==> config.mk <==
export PLATFORM = sky130hd
export DESIGN_NAME = pmi_phy_end_flat
export DESIGN_NICKNAME = d
export VERILOG_FILES = /design/src/inc/pmi_pkg.sv /design/src/inc/pmi_link_if.sv /design/src/rtl/pmi_fifo.sv /design/src/rtl/pmi_phy_end.sv /design/src/flat_wrapper.sv
export SDC_FILE = /design/constraint.sdc
export NUM_CORES = 1
export LEC_CHECK = 0
export BUFFER_PORTS_ARGS = -buffer_cell sky130_fd_sc_hd__buf_2
export CAP_MARGIN = 40
export CORE_UTILIZATION = 29
export CTS_CLUSTER_DIAMETER = 30
export CTS_CLUSTER_SIZE = 40
export DETAILED_ROUTE_END_ITERATION = 16
export SLEW_MARGIN = 20
export SYNTH_ARGS = -nofsm -noshare
export SYNTH_HDL_FRONTEND = slang
export SYNTH_SLANG_ARGS = --single-unit
==> constraint.sdc <==
create_clock -name mclk_i -period 13.61 [get_ports mclk_i]
set_clock_uncertainty 0.2 [all_clocks]
set_input_delay 1.361 -clock mclk_i [delete_from_list [all_inputs] [get_ports mclk_i]]
set_output_delay 1.361 -clock mclk_i [all_outputs]
set_load 0.01 [all_outputs]
==> src/inc/pmi_pkg.sv <==
// shared constants and helpers for both ends of the mac data link
package pmi_pkg;

    typedef enum logic [1:0] {
        PMI_MII,
        PMI_RMII,
        PMI_SERIAL
    } pmi_mode_t;

    // core clock
    localparam int MCLK_HZ = 100_000_000;
    localparam int CLK_NS = 1_000_000_000 / MCLK_HZ;

    // link clock rates
    localparam int F_25M_HZ = 25_000_000;
    localparam int F_2M5_HZ = 2_500_000;
    localparam int F_10M_HZ = 10_000_000;
    localparam int F_50M_HZ = 50_000_000;
    localparam int F_MDC_MAX_HZ = 25_000_000;

    // half periods in core cycles
    localparam logic [7:0] HALF_25M = 8'(MCLK_HZ / (2 * F_25M_HZ));
    localparam logic [7:0] HALF_2M5 = 8'(MCLK_HZ / (2 * F_2M5_HZ));
    localparam logic [7:0] HALF_10M = 8'(MCLK_HZ / (2 * F_10M_HZ));
    localparam logic [7:0] HALF_50M = 8'(MCLK_HZ / (2 * F_50M_HZ));
    // shortest legal management clock phase, rounded up
    localparam logic [7:0] MDC_HALF_MIN = 8'((MCLK_HZ + 2 * F_MDC_MAX_HZ - 1) / (2 * F_MDC_MAX_HZ));

    // heartbeat pulse length
    localparam int HB_NS = 1000;
    localparam logic [7:0] HB_CYC = 8'(HB_NS / CLK_NS);

    // phy samples transmit pins this many cycles after its own rising edge
    localparam int TX_SAMPLE_DLY = 5;
    localparam int RX_FIFO_DEPTH = 16;
    // receive fifo word: {last, err, byte}
    localparam int RX_WORD_W = 10;
    localparam int RXW_ERR = 8;
    localparam int RXW_LAST = 9;

    function automatic logic [3:0] sym_mask(input pmi_mode_t m);
        unique case (m)
            PMI_MII: return 4'hF;
            PMI_RMII: return 4'h3;
            default: return 4'h1;
        endcase
    endfunction

    function automatic logic [3:0] syms_per_byte(input pmi_mode_t m);
        unique case (m)
            PMI_MII: return 4'h2;
            PMI_RMII: return 4'h4;
            default: return 4'h8;
        endcase
    endfunction

    // lsb first: drop the symbol just sent
    function automatic logic [7:0] shift_out(input pmi_mode_t m, input logic [7:0] sh);
        unique case (m)
            PMI_MII: return {4'h0, sh[7:4]};
            PMI_RMII: return {2'h0, sh[7:2]};
            default: return {1'h0, sh[7:1]};
        endcase
    endfunction

    // lsb first: new symbol enters at the top
    function automatic logic [7:0] shift_in(input pmi_mode_t m, input logic [7:0] sh, input logic [3:0] s);
        unique case (m)
            PMI_MII: return {s[3:0], sh[7:4]};
            PMI_RMII: return {s[1:0], sh[7:2]};
            default: return {s[0], sh[7:1]};
        endcase
    endfunction

endpackage

==> src/inc/pmi_link_if.sv <==
// mac data link pins between the phy end and the mac end
interface pmi_link_if;
    logic tx_clk;
    logic rx_clk;
    logic ref_clk;
    logic tx_en;
    logic [3:0] txd;
    logic [3:0] rxd;
    logic rx_dv;
    logic crs;
    logic rx_er;
    logic col;
    logic mdc;

    modport phy (
        output tx_clk, rx_clk, ref_clk, rxd, rx_dv, crs, rx_er, col,
        input tx_en, txd, mdc
    );

    modport mac (
        input tx_clk, rx_clk, ref_clk, rxd, rx_dv, crs, rx_er, col,
        output tx_en, txd, mdc
    );
endinterface

==> src/rtl/pmi_fifo.sv <==
// parameterised first-in first-out buffer with valid/ready on both sides
module pmi_fifo #(
    parameter int unsigned W = 8,
    parameter int unsigned DEPTH = 16
) (
    // clock and reset
    input wire logic mclk_i,
    input wire logic sys_rst_i,
    // fill side
    input wire logic [W-1:0] in_data_i,
    input wire logic in_valid_i,
    output logic in_ready_o,
    // drain side
    output logic [W-1:0] out_data_o,
    output logic out_valid_o,
    input wire logic out_ready_i
);
    localparam int unsigned AW = $clog2(DEPTH);
    localparam logic [AW:0] FULL = (AW + 1)'(DEPTH);

    if (DEPTH < 2 || (DEPTH & (DEPTH - 1)) != 0) begin : g_chk
        $error("pmi_fifo: DEPTH must be a power of two of at least 2");
    end

    logic [W-1:0] mem_q [DEPTH];
    logic [AW-1:0] wr_q;
    logic [AW-1:0] rd_q;
    logic [AW:0] cnt_q;
    logic [AW:0] cnt_d;
    logic ready_q;

    wire push = in_valid_i & ready_q;
    wire pop = out_valid_o & out_ready_i;

    assign cnt_d = cnt_q + (AW + 1)'(push) - (AW + 1)'(pop);
    assign out_valid_o = cnt_q != '0;
    assign out_data_o = mem_q[rd_q];
    assign in_ready_o = ready_q;

    always_ff @(posedge mclk_i) begin
        if (push) begin
            mem_q[wr_q] <= in_data_i;
        end
    end

    always_ff @(posedge mclk_i) begin
        if (sys_rst_i) begin
            wr_q <= '0;
            rd_q <= '0;
            cnt_q <= '0;
            ready_q <= 1'b0;
        end else begin
            wr_q <= wr_q + AW'(push);
            rd_q <= rd_q + AW'(pop);
            cnt_q <= cnt_d;
            // registered so the filling side sees a flop
            ready_q <= cnt_d != FULL;
        end
    end
endmodule // pmi_fifo

==> src/rtl/pmi_phy_end.sv <==
// phy end of the mac data link: clocks, receive serialiser, transmit capture, collision
//
// Overview of operation
// - management clock at most 25 MHz, asynchronous
// - MII transmit clock 25 or 2.5 MHz
// - RMII uses 50 MHz reference, no clocks
// - serial mode 10 MHz clock, mac launches
// - transmit enable qualifies 4, 2, 1 bits
// - MII transmit nibble sampled on transmit clock
// - RMII transmit dibit sampled on reference clock
// - receive clock 25, 2.5 or 10 MHz
// - MII receive nibble valid under data valid
// - RMII data valid driven identical to carrier
// - MII 100 Mb/s invalid symbol raises error
// - RMII 100 Mb/s media error raises error
// - receive error also corrupts delivered data
// - serial mode leaves error and valid idle
// - RMII receive dibit on reference clock
// - serial receive uses bit zero only
// - carrier sense high while medium busy
// - RMII carrier merged with data valid
// - half duplex overlap raises collision
// - 10 Mb/s heartbeat pulse about 1 us
// - full duplex keeps collision low
// - RMII mac derives collision itself
module pmi_phy_end #(
    parameter int unsigned FIFO_DEPTH = pmi_pkg::RX_FIFO_DEPTH,
    parameter int unsigned TX_SAMPLE_DLY = pmi_pkg::TX_SAMPLE_DLY
) (
    // clock and reset
    input wire logic mclk_i,
    input wire logic sys_rst_i,
    // configuration
    input wire pmi_pkg::pmi_mode_t mode_i,
    input wire logic speed100_i,
    input wire logic full_duplex_i,
    input wire logic heartbeat_en_i,
    // link to the mac
    pmi_link_if.phy link,
    // receive stream from the line side
    input wire logic [7:0] rx_data_i,
    input wire logic rx_err_i,
    input wire logic rx_last_i,
    input wire logic rx_valid_i,
    output logic rx_ready_o,
    // transmit symbols toward the line side
    output logic [3:0] tx_sym_o,
    output logic tx_sym_valid_o,
    output logic tx_active_o,
    // status
    output logic mdc_fast_o
);
    if (TX_SAMPLE_DLY < 1 || TX_SAMPLE_DLY > 16) begin : g_chk
        $error("pmi_phy_end: TX_SAMPLE_DLY out of range");
    end

    // link clock generator
    logic [7:0] cnt_q;
    logic lclk_q;
    logic tx_clk_q;
    logic rx_clk_q;
    logic ref_clk_q;
    wire [7:0] half_sel;
    wire wrap;
    wire lclk_d;
    wire rise;
    wire is_rmii = mode_i == pmi_pkg::PMI_RMII;
    wire is_ser = mode_i == pmi_pkg::PMI_SERIAL;

    assign half_sel = is_rmii ? pmi_pkg::HALF_50M :
                      is_ser ? pmi_pkg::HALF_10M :
                      speed100_i ? pmi_pkg::HALF_25M : pmi_pkg::HALF_2M5;
    // >= so a mode change to a shorter period never stalls the divider
    assign wrap = cnt_q >= half_sel - 8'h01;
    assign lclk_d = wrap ? ~lclk_q : lclk_q;
    assign rise = wrap & ~lclk_q;

    always_ff @(posedge mclk_i) begin
        if (sys_rst_i) begin
            cnt_q <= 8'h00;
            lclk_q <= 1'b0;
            tx_clk_q <= 1'b0;
            rx_clk_q <= 1'b0;
            ref_clk_q <= 1'b0;
        end else begin
            cnt_q <= wrap ? 8'h00 : cnt_q + 8'h01;
            lclk_q <= lclk_d;
            tx_clk_q <= ~is_rmii & lclk_d;
            rx_clk_q <= ~is_rmii & lclk_d;
            ref_clk_q <= is_rmii & lclk_d;
        end
    end

    // pin synchronisers: {mdc, tx_en, txd}
    logic [5:0] pin_s1_q;
    logic [5:0] pin_s2_q;
    always_ff @(posedge mclk_i) begin
        if (sys_rst_i) begin
            pin_s1_q <= 6'h00;
            pin_s2_q <= 6'h00;
        end else begin
            pin_s1_q <= {link.mdc, link.tx_en, link.txd};
            pin_s2_q <= pin_s1_q;
        end
    end
    wire [3:0] txd_s = pin_s2_q[3:0];
    wire tx_en_s = pin_s2_q[4];
    wire mdc_s = pin_s2_q[5];

    // transmit capture; delay covers the mac's sampling and launch latency
    logic [TX_SAMPLE_DLY-1:0] rise_pipe_q;
    logic [3:0] tx_sym_q;
    logic tx_sym_valid_q;
    logic tx_active_q;
    wire sample = rise_pipe_q[TX_SAMPLE_DLY-1];
    wire tx_end = sample & tx_active_q & ~tx_en_s;

    always_ff @(posedge mclk_i) begin
        if (sys_rst_i) begin
            rise_pipe_q <= '0;
            tx_sym_q <= 4'h0;
            tx_sym_valid_q <= 1'b0;
            tx_active_q <= 1'b0;
        end else begin
            // oldest stage drops out of the top
            rise_pipe_q <= TX_SAMPLE_DLY'({rise_pipe_q, rise});
            tx_sym_valid_q <= sample & tx_en_s;
            if (sample) begin
                // width follows mode: nibble, dibit or single bit
                tx_sym_q <= txd_s & pmi_pkg::sym_mask(mode_i);
                tx_active_q <= tx_en_s;
            end
        end
    end

    // receive path: line bytes buffered, then serialised lsb first
    logic [pmi_pkg::RX_WORD_W-1:0] fifo_data;
    logic fifo_valid;
    logic [7:0] sh_q;
    logic [3:0] left_q;
    logic err_q;
    logic last_q;
    logic gap_q;
    logic [3:0] rxd_q;
    logic rx_dv_q;
    logic crs_q;
    logic rx_er_q;

    wire load = left_q == 4'h0 && ~gap_q && fifo_valid;
    wire pop = rise & load;
    wire emit = left_q != 4'h0 || load;
    wire [7:0] cur = load ? fifo_data[7:0] : sh_q;
    wire cur_err = load ? fifo_data[pmi_pkg::RXW_ERR] : err_q;
    wire cur_last = load ? fifo_data[pmi_pkg::RXW_LAST] : last_q;
    wire [3:0] left_d = (load ? pmi_pkg::syms_per_byte(mode_i) : left_q) - 4'h1;
    // flipping every bit makes the mac's frame check fail
    wire [3:0] sym_out = (cur[3:0] ^ {4{cur_err}}) & pmi_pkg::sym_mask(mode_i);

    pmi_fifo #(
        .W(pmi_pkg::RX_WORD_W),
        .DEPTH(FIFO_DEPTH)
    ) u_rx_fifo (
        .mclk_i(mclk_i),
        .sys_rst_i(sys_rst_i),
        .in_data_i({rx_last_i, rx_err_i, rx_data_i}),
        .in_valid_i(rx_valid_i),
        .in_ready_o(rx_ready_o),
        .out_data_o(fifo_data),
        .out_valid_o(fifo_valid),
        .out_ready_i(pop)
    );

    always_ff @(posedge mclk_i) begin
        if (sys_rst_i) begin
            sh_q <= 8'h00;
            left_q <= 4'h0;
            err_q <= 1'b0;
            last_q <= 1'b0;
            gap_q <= 1'b0;
            rxd_q <= 4'h0;
            rx_dv_q <= 1'b0;
            crs_q <= 1'b0;
            rx_er_q <= 1'b0;
        end else if (rise) begin
            // outputs change with the receive clock's rising edge
            if (emit) begin
                rxd_q <= sym_out;
                sh_q <= pmi_pkg::shift_out(mode_i, cur);
                left_q <= left_d;
                err_q <= cur_err;
                last_q <= cur_last;
                // one idle symbol after a frame so the mac sees its end
                gap_q <= cur_last && left_d == 4'h0;
                rx_er_q <= cur_err & speed100_i & ~is_ser;
                rx_dv_q <= ~is_ser;
                crs_q <= 1'b1;
            end else begin
                rxd_q <= 4'h0;
                gap_q <= 1'b0;
                rx_er_q <= 1'b0;
                rx_dv_q <= 1'b0;
                crs_q <= 1'b0;
            end
        end
    end

    // collision and heartbeat
    logic [7:0] hb_q;
    logic col_q;
    wire ten_mb = is_ser | (~is_rmii & ~speed100_i);
    wire hb_start = tx_end & ten_mb & ~full_duplex_i & heartbeat_en_i & ~is_rmii;
    wire overlap = tx_active_q & crs_q;

    always_ff @(posedge mclk_i) begin
        if (sys_rst_i) begin
            hb_q <= 8'h00;
            col_q <= 1'b0;
        end else begin
            if (hb_start) begin
                hb_q <= pmi_pkg::HB_CYC;
            end else if (hb_q != 8'h00) begin
                hb_q <= hb_q - 8'h01;
            end
            // no collision pin in reduced mode; the mac works it out
            col_q <= ~is_rmii & ~full_duplex_i & (overlap | hb_q != 8'h00);
        end
    end

    // management clock phase check; slow or stopped clocks are fine
    logic mdc_prev_q;
    logic [7:0] phase_q;
    logic mdc_fast_q;
    wire mdc_tog = mdc_s ^ mdc_prev_q;

    always_ff @(posedge mclk_i) begin
        if (sys_rst_i) begin
            mdc_prev_q <= 1'b0;
            phase_q <= 8'hFF;
            mdc_fast_q <= 1'b0;
        end else begin
            mdc_prev_q <= mdc_s;
            if (mdc_tog) begin
                phase_q <= 8'h00;
                // saturated count means a long phase; adding one would wrap to zero
                if (phase_q != 8'hFF && phase_q + 8'h01 < pmi_pkg::MDC_HALF_MIN) begin
                    mdc_fast_q <= 1'b1;
                end
            end else if (phase_q != 8'hFF) begin
                phase_q <= phase_q + 8'h01;
            end
        end
    end

    // pin and port drive
    assign link.tx_clk = tx_clk_q;
    assign link.rx_clk = rx_clk_q;
    assign link.ref_clk = ref_clk_q;
    assign link.rxd = rxd_q;
    assign link.rx_dv = rx_dv_q;
    assign link.crs = crs_q;
    assign link.rx_er = rx_er_q;
    assign link.col = col_q;
    assign tx_sym_o = tx_sym_q;
    assign tx_sym_valid_o = tx_sym_valid_q;
    assign tx_active_o = tx_active_q;
    assign mdc_fast_o = mdc_fast_q;
endmodule // pmi_phy_end

==> src/flat_wrapper.sv <==
// flat-port wrapper written by rule: the top's interface ports become plain ports
module pmi_phy_end_flat 
#(
    parameter int unsigned FIFO_DEPTH = pmi_pkg::RX_FIFO_DEPTH,
    parameter int unsigned TX_SAMPLE_DLY = pmi_pkg::TX_SAMPLE_DLY
)
  (mclk_i, sys_rst_i, mode_i, speed100_i, full_duplex_i, heartbeat_en_i, rx_data_i, rx_err_i, rx_last_i, rx_valid_i, rx_ready_o, tx_sym_o, tx_sym_valid_o, tx_active_o, mdc_fast_o, link_tx_clk, link_rx_clk, link_ref_clk, link_rxd, link_rx_dv, link_crs, link_rx_er, link_col, link_tx_en, link_txd, link_mdc);
  pmi_link_if link_i ();
  input wire logic mclk_i;
  input wire logic sys_rst_i;
  input wire pmi_pkg::pmi_mode_t mode_i;
  input wire logic speed100_i;
  input wire logic full_duplex_i;
  input wire logic heartbeat_en_i;
  input wire logic [7:0] rx_data_i;
  input wire logic rx_err_i;
  input wire logic rx_last_i;
  input wire logic rx_valid_i;
  output logic rx_ready_o;
  output logic [3:0] tx_sym_o;
  output logic tx_sym_valid_o;
  output logic tx_active_o;
  output logic mdc_fast_o;
  output wire logic [$bits(link_i.tx_clk)-1:0] link_tx_clk;
  output wire logic [$bits(link_i.rx_clk)-1:0] link_rx_clk;
  output wire logic [$bits(link_i.ref_clk)-1:0] link_ref_clk;
  output wire logic [$bits(link_i.rxd)-1:0] link_rxd;
  output wire logic [$bits(link_i.rx_dv)-1:0] link_rx_dv;
  output wire logic [$bits(link_i.crs)-1:0] link_crs;
  output wire logic [$bits(link_i.rx_er)-1:0] link_rx_er;
  output wire logic [$bits(link_i.col)-1:0] link_col;
  input wire logic [$bits(link_i.tx_en)-1:0] link_tx_en;
  input wire logic [$bits(link_i.txd)-1:0] link_txd;
  input wire logic [$bits(link_i.mdc)-1:0] link_mdc;
  assign link_tx_clk = link_i.tx_clk;
  assign link_rx_clk = link_i.rx_clk;
  assign link_ref_clk = link_i.ref_clk;
  assign link_rxd = link_i.rxd;
  assign link_rx_dv = link_i.rx_dv;
  assign link_crs = link_i.crs;
  assign link_rx_er = link_i.rx_er;
  assign link_col = link_i.col;
  assign link_i.tx_en = link_tx_en;
  assign link_i.txd = link_txd;
  assign link_i.mdc = link_mdc;
  pmi_phy_end #(.FIFO_DEPTH(FIFO_DEPTH), .TX_SAMPLE_DLY(TX_SAMPLE_DLY)) u_core (.mclk_i(mclk_i), .sys_rst_i(sys_rst_i), .mode_i(mode_i), .speed100_i(speed100_i), .full_duplex_i(full_duplex_i), .heartbeat_en_i(heartbeat_en_i), .link(link_i), .rx_data_i(rx_data_i), .rx_err_i(rx_err_i), .rx_last_i(rx_last_i), .rx_valid_i(rx_valid_i), .rx_ready_o(rx_ready_o), .tx_sym_o(tx_sym_o), .tx_sym_valid_o(tx_sym_valid_o), .tx_active_o(tx_active_o), .mdc_fast_o(mdc_fast_o));
endmodule
==> results.md, run 1 <==
- Share of cells above drive strength 1: 0.242
- P_leak: 4.47 nW
- Vias per cell: around 4.7
- Slew @ Worst Pin: 0.763 ns
- Hold buffers post-CTS: 0
- CTS resizes: 0
- Setup TNS: 0 ns
- Total wire length: 22100 um
- Cell area after synthesis: approximately 10000 sq um
- Worst setup SP type: primary input
- CP most frequent cell: ha_1
- Syn_area_per_cell: 14.2 sq um
- Crit-path cells: buf_2 -> inv_1 -> ha_1 -> nand3b_1 -> ha_1 -> ha_1 -> a21o_1 -> a21o_1 -> a211oi_1 -> o21ai_0 -> ha_1 -> clkinv_1 -> nor2_1 -> ha_1 -> inv_1 -> ha_1 -> inv_1 -> fa_1 -> inv_1 -> a21oi_1 -> nor2_1 -> nor2_1 -> xnor2_1 -> o31a_1
- Clock sinks: 248
- Ant diodes: 0
- Register area: 6570 sq um
- Port Buf Inserts: between 40 and 50
- Tot GR Track Use: 0.126
- Min Tclk post-route: about 6 ns
- Critical Path Fanout Max: 17
- Commonest non-fill, non-tap cell in the layout: edfxtp_1
- Final GP Congestion: between 0.8 and 0.9
- Pwr per Cell Area: roughly 200 nW/um^2
- Slew headroom: 0.488
- Vias: 6106
- Period utilisation layout: 0.430
- Clock root buffer: clkbuf_16
- Die Wd: between 150 and 200 um
- Post-detail-place hpwl: 13200 um
- Post-synth EDFFs: 160
- Main synth FF type: edfxtp_1
- Maxcap violations: 0
- DRT Pass-1 Iters: 5
- Clk pin slew, worst setup/hold paths: about 0.040 ns
- Slew Limit Fails: 0
- Die Y: ~190 um
- Rows: between 60 and 70
- Crit path DAT: slightly above 6 ns
- Fillers: ~3300
- Synthesis-to-finish area growth: 23.6%
- Drt wl/cell: between 15 and 20 um
- Critical path's largest stage delay: 0.57 ns
- Die area: approximately 36000 sq um
- Ports: 43
- Final-report hold violation count: 0
- Number of buffers created by CTS: 45
- Worst EP required: 13.82 ns
- Fin util: 0.365
- HP Class: flip-flop to flip-flop
- Worst path top cell family by delay: adder cells
- Clk buf depth: 3
- Post-layout nets: ~860
- Starting DRC count in detailed routing: 394
- Fmax: 171 MHz
- Multi-input gate area: approximately 3400 sq um
- Run status: completed
- Worst IR Drop VDD: 106 uV
- CP Class: primary input to flip-flop
- Final ANT Viol Nets: 0
- First-pass GRT wire length: 34800 um
- TritonCTS clock tree: yes
- Initial Utilization: 0.295
- Gr ovfl total: 0
- WP buf/inv: 6
- Power Total: roughly 2.6 mW
- Skew-Pair Late Insertion Delay: 0.54 ns
- Post-CTS setup buffers: 0
- RSZ-0062 raised after global routing: no
- H-tree lvl count: 2
- Largest net degree at the start of global routing: 59
- Max stage delay cell, worst path: ha_1
- Final setup viols: 0
- Asr flop ratio synth: 0
- Initial antenna violation count: 1
- Syn Inst Count: 722
- Vias in the first global route: between 6000 and 7000
- DR DRC count: 0
- CORE AREA: around 35000 sq um
- Commonest cells after routing, fill and taps aside: edfxtp_1, dfxtp_1, nor2_1
- Crit end category: flip-flop
- Syn. warnings: 0
- Sequential share of the synthesized area: 0.642
- Synth unique cells: 61
- Post-synthesis register bit count: around 250
## final timing paths
kind | start | end | slack [ns] | cells past startpoint
hold reg to reg | u_core.rise_pipe_q[0]$_SDFF_PP0_ | u_core.rise_pipe_q[1]$_SDFF_PP0_ | 0.23 | 1
setup / recovery | mode_i[1] | u_core.u_rx_fifo.in_ready_o$_SDFF_PP0_ | 7.76 | 24
setup reg to reg | u_core.cnt_q[0]$_SDFF_PP0_ | u_core.u_rx_fifo.in_ready_o$_SDFF_PP0_ | 9.31 | 21
hold / removal | u_core.rise_pipe_q[0]$_SDFF_PP0_ | u_core.rise_pipe_q[1]$_SDFF_PP0_ | 0.23 | 1
## sequential cells by signal, summed over array words and instances (netlist names), 4 cells and up
register and flops:
u_core.u_rx_fifo.mem_q 160, u_core.sh_q 7, u_core.pin_s1_q 6, u_core.u_rx_fifo.wr_q 4, u_core.hb_q 8, u_core.left_q 4
u_core.tx_sym_o 4, u_core.link.rxd 4, u_core.phase_q 8, u_core.u_rx_fifo.cnt_q 5, u_core.rise_pipe_q 5, u_core.pin_s2_q 6
u_core.cnt_q 8, u_core.u_rx_fifo.rd_q 4
## power by group
group | total [mW] | internal, mW | switching [mW]
logic | 0.497 | 0.218 | 0.279
registers | 0.909 | 0.862 | 0.0467
clock network | 1.17 | 0.799 | 0.367
total | 2.57 | 1.88 | 0.693
## metrics by stage
step	setup WS [ns]	hold WS, ns	cell area, sq um	std cells
3_5_place_dp	7.24	0.228	11000	1210
2_1_floorplan	7.73	0.214	10200	723
4_1_cts	7.76	0.236	12600	1294
6_report	7.76	0.230	12600	1294
5_1_grt	7.40	0.253	12600	1294
3_3_place_gp	7.38	0.216	11000	1207
## worst register-to-register path, delay by kind of cell (launching register included)
kind	cells	cell delay, ns
flip-flops	1	0.36
buffers and inverters	5	0.59
AO/OA/AOI/OAI	6	0.82
XOR/XNOR	1	0.13
AND/OR/NAND/NOR	4	0.65
adder cells (fa/ha/maj)	5	1.44
## synth_stat cells (all sizes together) (3+ instances only)
library cell | number | share of area
nor2b | 22 | 0.013
nor2 | 66 | 0.024
dfxtp | 88 | 0.17
ha | 28 | 0.034
o31ai | 3 | 0.0022
o311ai | 3 | 0.0026
mux2i | 19 | 0.020
nor3 | 17 | 0.0088
xor2 | 13 | 0.011
clkbuf | 16 | 0.0059
a21o | 6 | 0.0044
inv | 24 | 0.0088
a22oi | 3 | 0.0022
nand4 | 6 | 0.0037
mux2 | 8 | 0.0088
o21ai | 21 | 0.010
nand2 | 30 | 0.011
a21oi | 24 | 0.012
edfxtp | 160 | 0.47
nand2b | 8 | 0.0049
nor4 | 4 | 0.0024
and3 | 4 | 0.0024
a211oi | 3 | 0.0022
a31oi | 8 | 0.0055
mux4 | 40 | 0.088
xnor2 | 14 | 0.012
nand3 | 23 | 0.011
or3 | 4 | 0.0024
buf | 18 | 0.011
nand3b | 3 | 0.0022
a221oi | 4 | 0.0034
## layout make-up
cell class                 count  area share
timing repair buffer          66      0.0307
clock buffer                  60      0.0993
clock inverter                24      0.0273
multi-input combinational    415       0.270
tap                          455      0.0451
inverter                      26     0.00772
sequential                   248       0.520
## logic make-up after synthesis
| family | count (synthesis) | share of synthesized area |
|---|---|---|
| DFF | 248 | 0.642 |
| and+or+nand+nor | 197 | 0.0953 |
| AOI/OAI and AO/OA | 92 | 0.0592 |
| muxes | 67 | 0.117 |
| buffers and inverters | 60 | 0.0263 |
| adders and majority gates | 29 | 0.0362 |
| xor gates and xnor gates | 27 | 0.0231 |
| other | 2 | 0.000735 |
## metal layers
layer,GRT usage,part of all wire
met5,0,0.00045
met1,0.166,0.46
met3,0.0386,0.063
met4,0.0403,0.014
met2,0.196,0.46
Note: power is estimated with default switching activity, not from simulation.
==> run 2: changes to the inputs <==
- clock period: 13.61 -> 5.46 ns (I/O delays scaled with it)
==> run 2 against run 1 <==
Non-clock buffer count increased by 3. Register-to-register slack got worse by 7.9 ns. Sequential share of layout area increased by 0.81 points. Setup slack got worse by 6.7 ns. Clock-buffer cell count decreased by 10. Die area unchanged. Combinational power increased by 150%. Total power increased by 130%. Global-route usage decreased by 0.10 points. Via count increased by 0.33%. Largest power group unchanged. Largest cell class unchanged.
==> results.md, run 2 (synthesized netlist as in run 1, its figures left out) <==
- Vias per cell: 4.75 (was 4.72)
- HP Class: primary input to flip-flop (was flip-flop to flip-flop)
- Commonest non-fill, non-tap cell in the layout: edfxtp_1 (unchanged)
- Maxcap violations: 0 (unchanged)
- Worst EP required: 5.67 ns (was 13.82 ns)
- Rows: 68 (unchanged)
- Initial Utilization: 0.295 (unchanged)
- Max FFs per register: 160 (unchanged)
- Post-detail-place hpwl: 13500 um (was 13200 um)
- Crit end category: flip-flop (unchanged)
- Max stage delay cell, worst path: fa_1 (was ha_1)
- Final GP Congestion: 0.768 (was 0.814)
- Run status: completed (unchanged)
- RSZ-0062 raised after global routing: no (unchanged)
- Min Tclk post-route: roughly 4.4 ns
- Clock root buffer: clkbuf_16 (unchanged)
- CORE AREA: 34600 sq um (unchanged)
- Drt wl/cell: 17.1 um (about the same)
- Starting DRC count in detailed routing: 496 (was 394)
- Synthesis-to-finish area growth: 21.7% (was 23.6%)
- Slew @ Worst Pin: 0.787 ns (was 0.763 ns)
- H-tree lvl count: 2 (unchanged)
- Post-CTS setup buffers: 0 (unchanged)
- Final-report hold violation count: 0 (unchanged)
- Ant diodes: 0 (unchanged)
- Share of cells above drive strength 1: 0.238 (was 0.242)
- Port Buf Inserts: 42 (unchanged)
- P_leak: 4.35 nW (was 4.47 nW)
- Slew headroom: 0.472 (was 0.488)
- Critical path's largest stage delay: 0.40 ns (was 0.57 ns)
- Slew Limit Fails: 0 (unchanged)
- Setup TNS: 0 ns (unchanged)
- CTS resizes: 0 (unchanged)
- Gr ovfl total: 0 (unchanged)
- Commonest cells after routing, fill and taps aside: edfxtp_1, dfxtp_1, nor2_1 (unchanged)
- Placed insts: 1211 (was 1210)
- Clock sinks: 248 (unchanged)
- Die area: 36000 sq um (unchanged)
- Largest net degree at the start of global routing: 59 (unchanged)
- Fmax: ~230 MHz
- Period utilisation layout: 0.809
- TritonCTS clock tree: yes (unchanged)
- CP most frequent cell: ha_1 (unchanged)
- Largest reg by FF count: u_core.u_rx_fifo.mem_q (unchanged)
- DRT Pass-1 Iters: 5 (unchanged)
- Critical Path Fanout Max: 8 (was 17)
- Ports: 43 (unchanged)
- Crit path DAT: 4.63 ns (was 6.06 ns)
- Power Total: 6.00 mW (was 2.57 mW)
- Vias in the first global route: 6060 (was 6139)
- First-pass GRT wire length: 34600 um (was 34800 um)
- Hold buffers post-CTS: 1 (was 0)
- Final cell count without fillers: 1291 (was 1294)
- Vias: 6126 (was 6106)
- Tot GR Track Use: 0.125 (was 0.126)
- CP Class: primary input to flip-flop (unchanged)
- Post-layout nets: 856 (was 855)
- Final setup viols: 0 (unchanged)
- Skew-Pair Late Insertion Delay: 0.53 ns (was 0.54 ns)
- Die Wd: 190 um (unchanged)
- Number of buffers created by CTS: 43 (was 45)
- Fin util: 0.359 (was 0.365)
- Pwr per Cell Area: 482 nW/um^2 (was 204 nW/um^2)
- Clk buf depth: 3 (unchanged)
- Final ANT Viol Nets: 0 (unchanged)
- Initial antenna violation count: 1 (unchanged)
- Worst IR Drop VDD: 261 uV (was 106 uV)
- Worst setup SP type: primary input (unchanged)
- Total wire length: 22100 um (about the same)
- Clk pin slew, worst setup/hold paths: 0.05 ns (was 0.04 ns)
- Die Y: 190 um (unchanged)
- DR DRC count: 0 (unchanged)
[run 2: cell count changes in the layout (fill, tap and decap cells not counted), sizes merged, moves of 2 or more]
cell and delta:
buf +2, bufinv -6, clkbuf -10, clkinv +9, clkinvlp +5, inv -4
[run 2: metrics by stage]
step                      setup slack, ns  hold slack (ns)  instance area (sq um)
after floorplan                     0.391            0.214                  10200
after global placement              0.630            0.218                  11000
after detailed placement            0.504            0.224                  11100
after CTS                            1.05           0.0233                  12400
after global routing                0.706           0.0345                  12400
final                                1.04           0.0428                  12400
[run 2: final timing paths]
check                                      from                                endpoint  slack [ns]  cells after the start
hold reg to reg   u_core.pin_s1_q[0]$_SDFF_PP0_           u_core.pin_s2_q[0]$_SDFF_PP0_        0.23                      1
setup reg to reg     u_core.cnt_q[0]$_SDFF_PP0_  u_core.u_rx_fifo.in_ready_o$_SDFF_PP0_        1.42                     21
hold / removal                         link_mdc           u_core.pin_s1_q[5]$_SDFF_PP0_        0.04                      2
setup / recovery                      mode_i[0]  u_core.u_rx_fifo.in_ready_o$_SDFF_PP0_        1.04                     25
[run 2: final cells by class]
| type | count | area [sq um] |
|---|---|---|
| clock buffer | 50 | 1110 |
| clock inverter | 28 | 256 |
| fill | 3335 | 22200 |
| inverter | 26 | 97.6 |
| multi-input combinational | 415 | 3410 |
| sequential | 248 | 6570 |
| tap | 455 | 569 |
| timing repair buffer | 69 | 425 |
[run 2: power breakdown]
group,internal [mW],leakage [nW],switching (mW)
clock network,1.57,0.640,0.923
registers,2.15,2.16,0.120
logic,0.545,1.55,0.694
[run 2: per-layer routing]
metal  part of all wire  vias to the layer above  GRT usage
met1               0.47                     3052      0.172
met4              0.020                        2     0.0366
met2               0.46                      151      0.194
met5            0.00059                        -          0
met3              0.054                       44     0.0304
li1                   -                     2877          -
[run 2: critical path: cells and delay by family]
family / cells / cell delay, ns
AO/OA/AOI/OAI: 6 / 0.78
XOR/XNOR: 1 / 0.13
adder cells (fa/ha/maj): 7 / 2.00
buffers and inverters: 7 / 0.59
AND/OR/NAND/NOR: 4 / 0.58
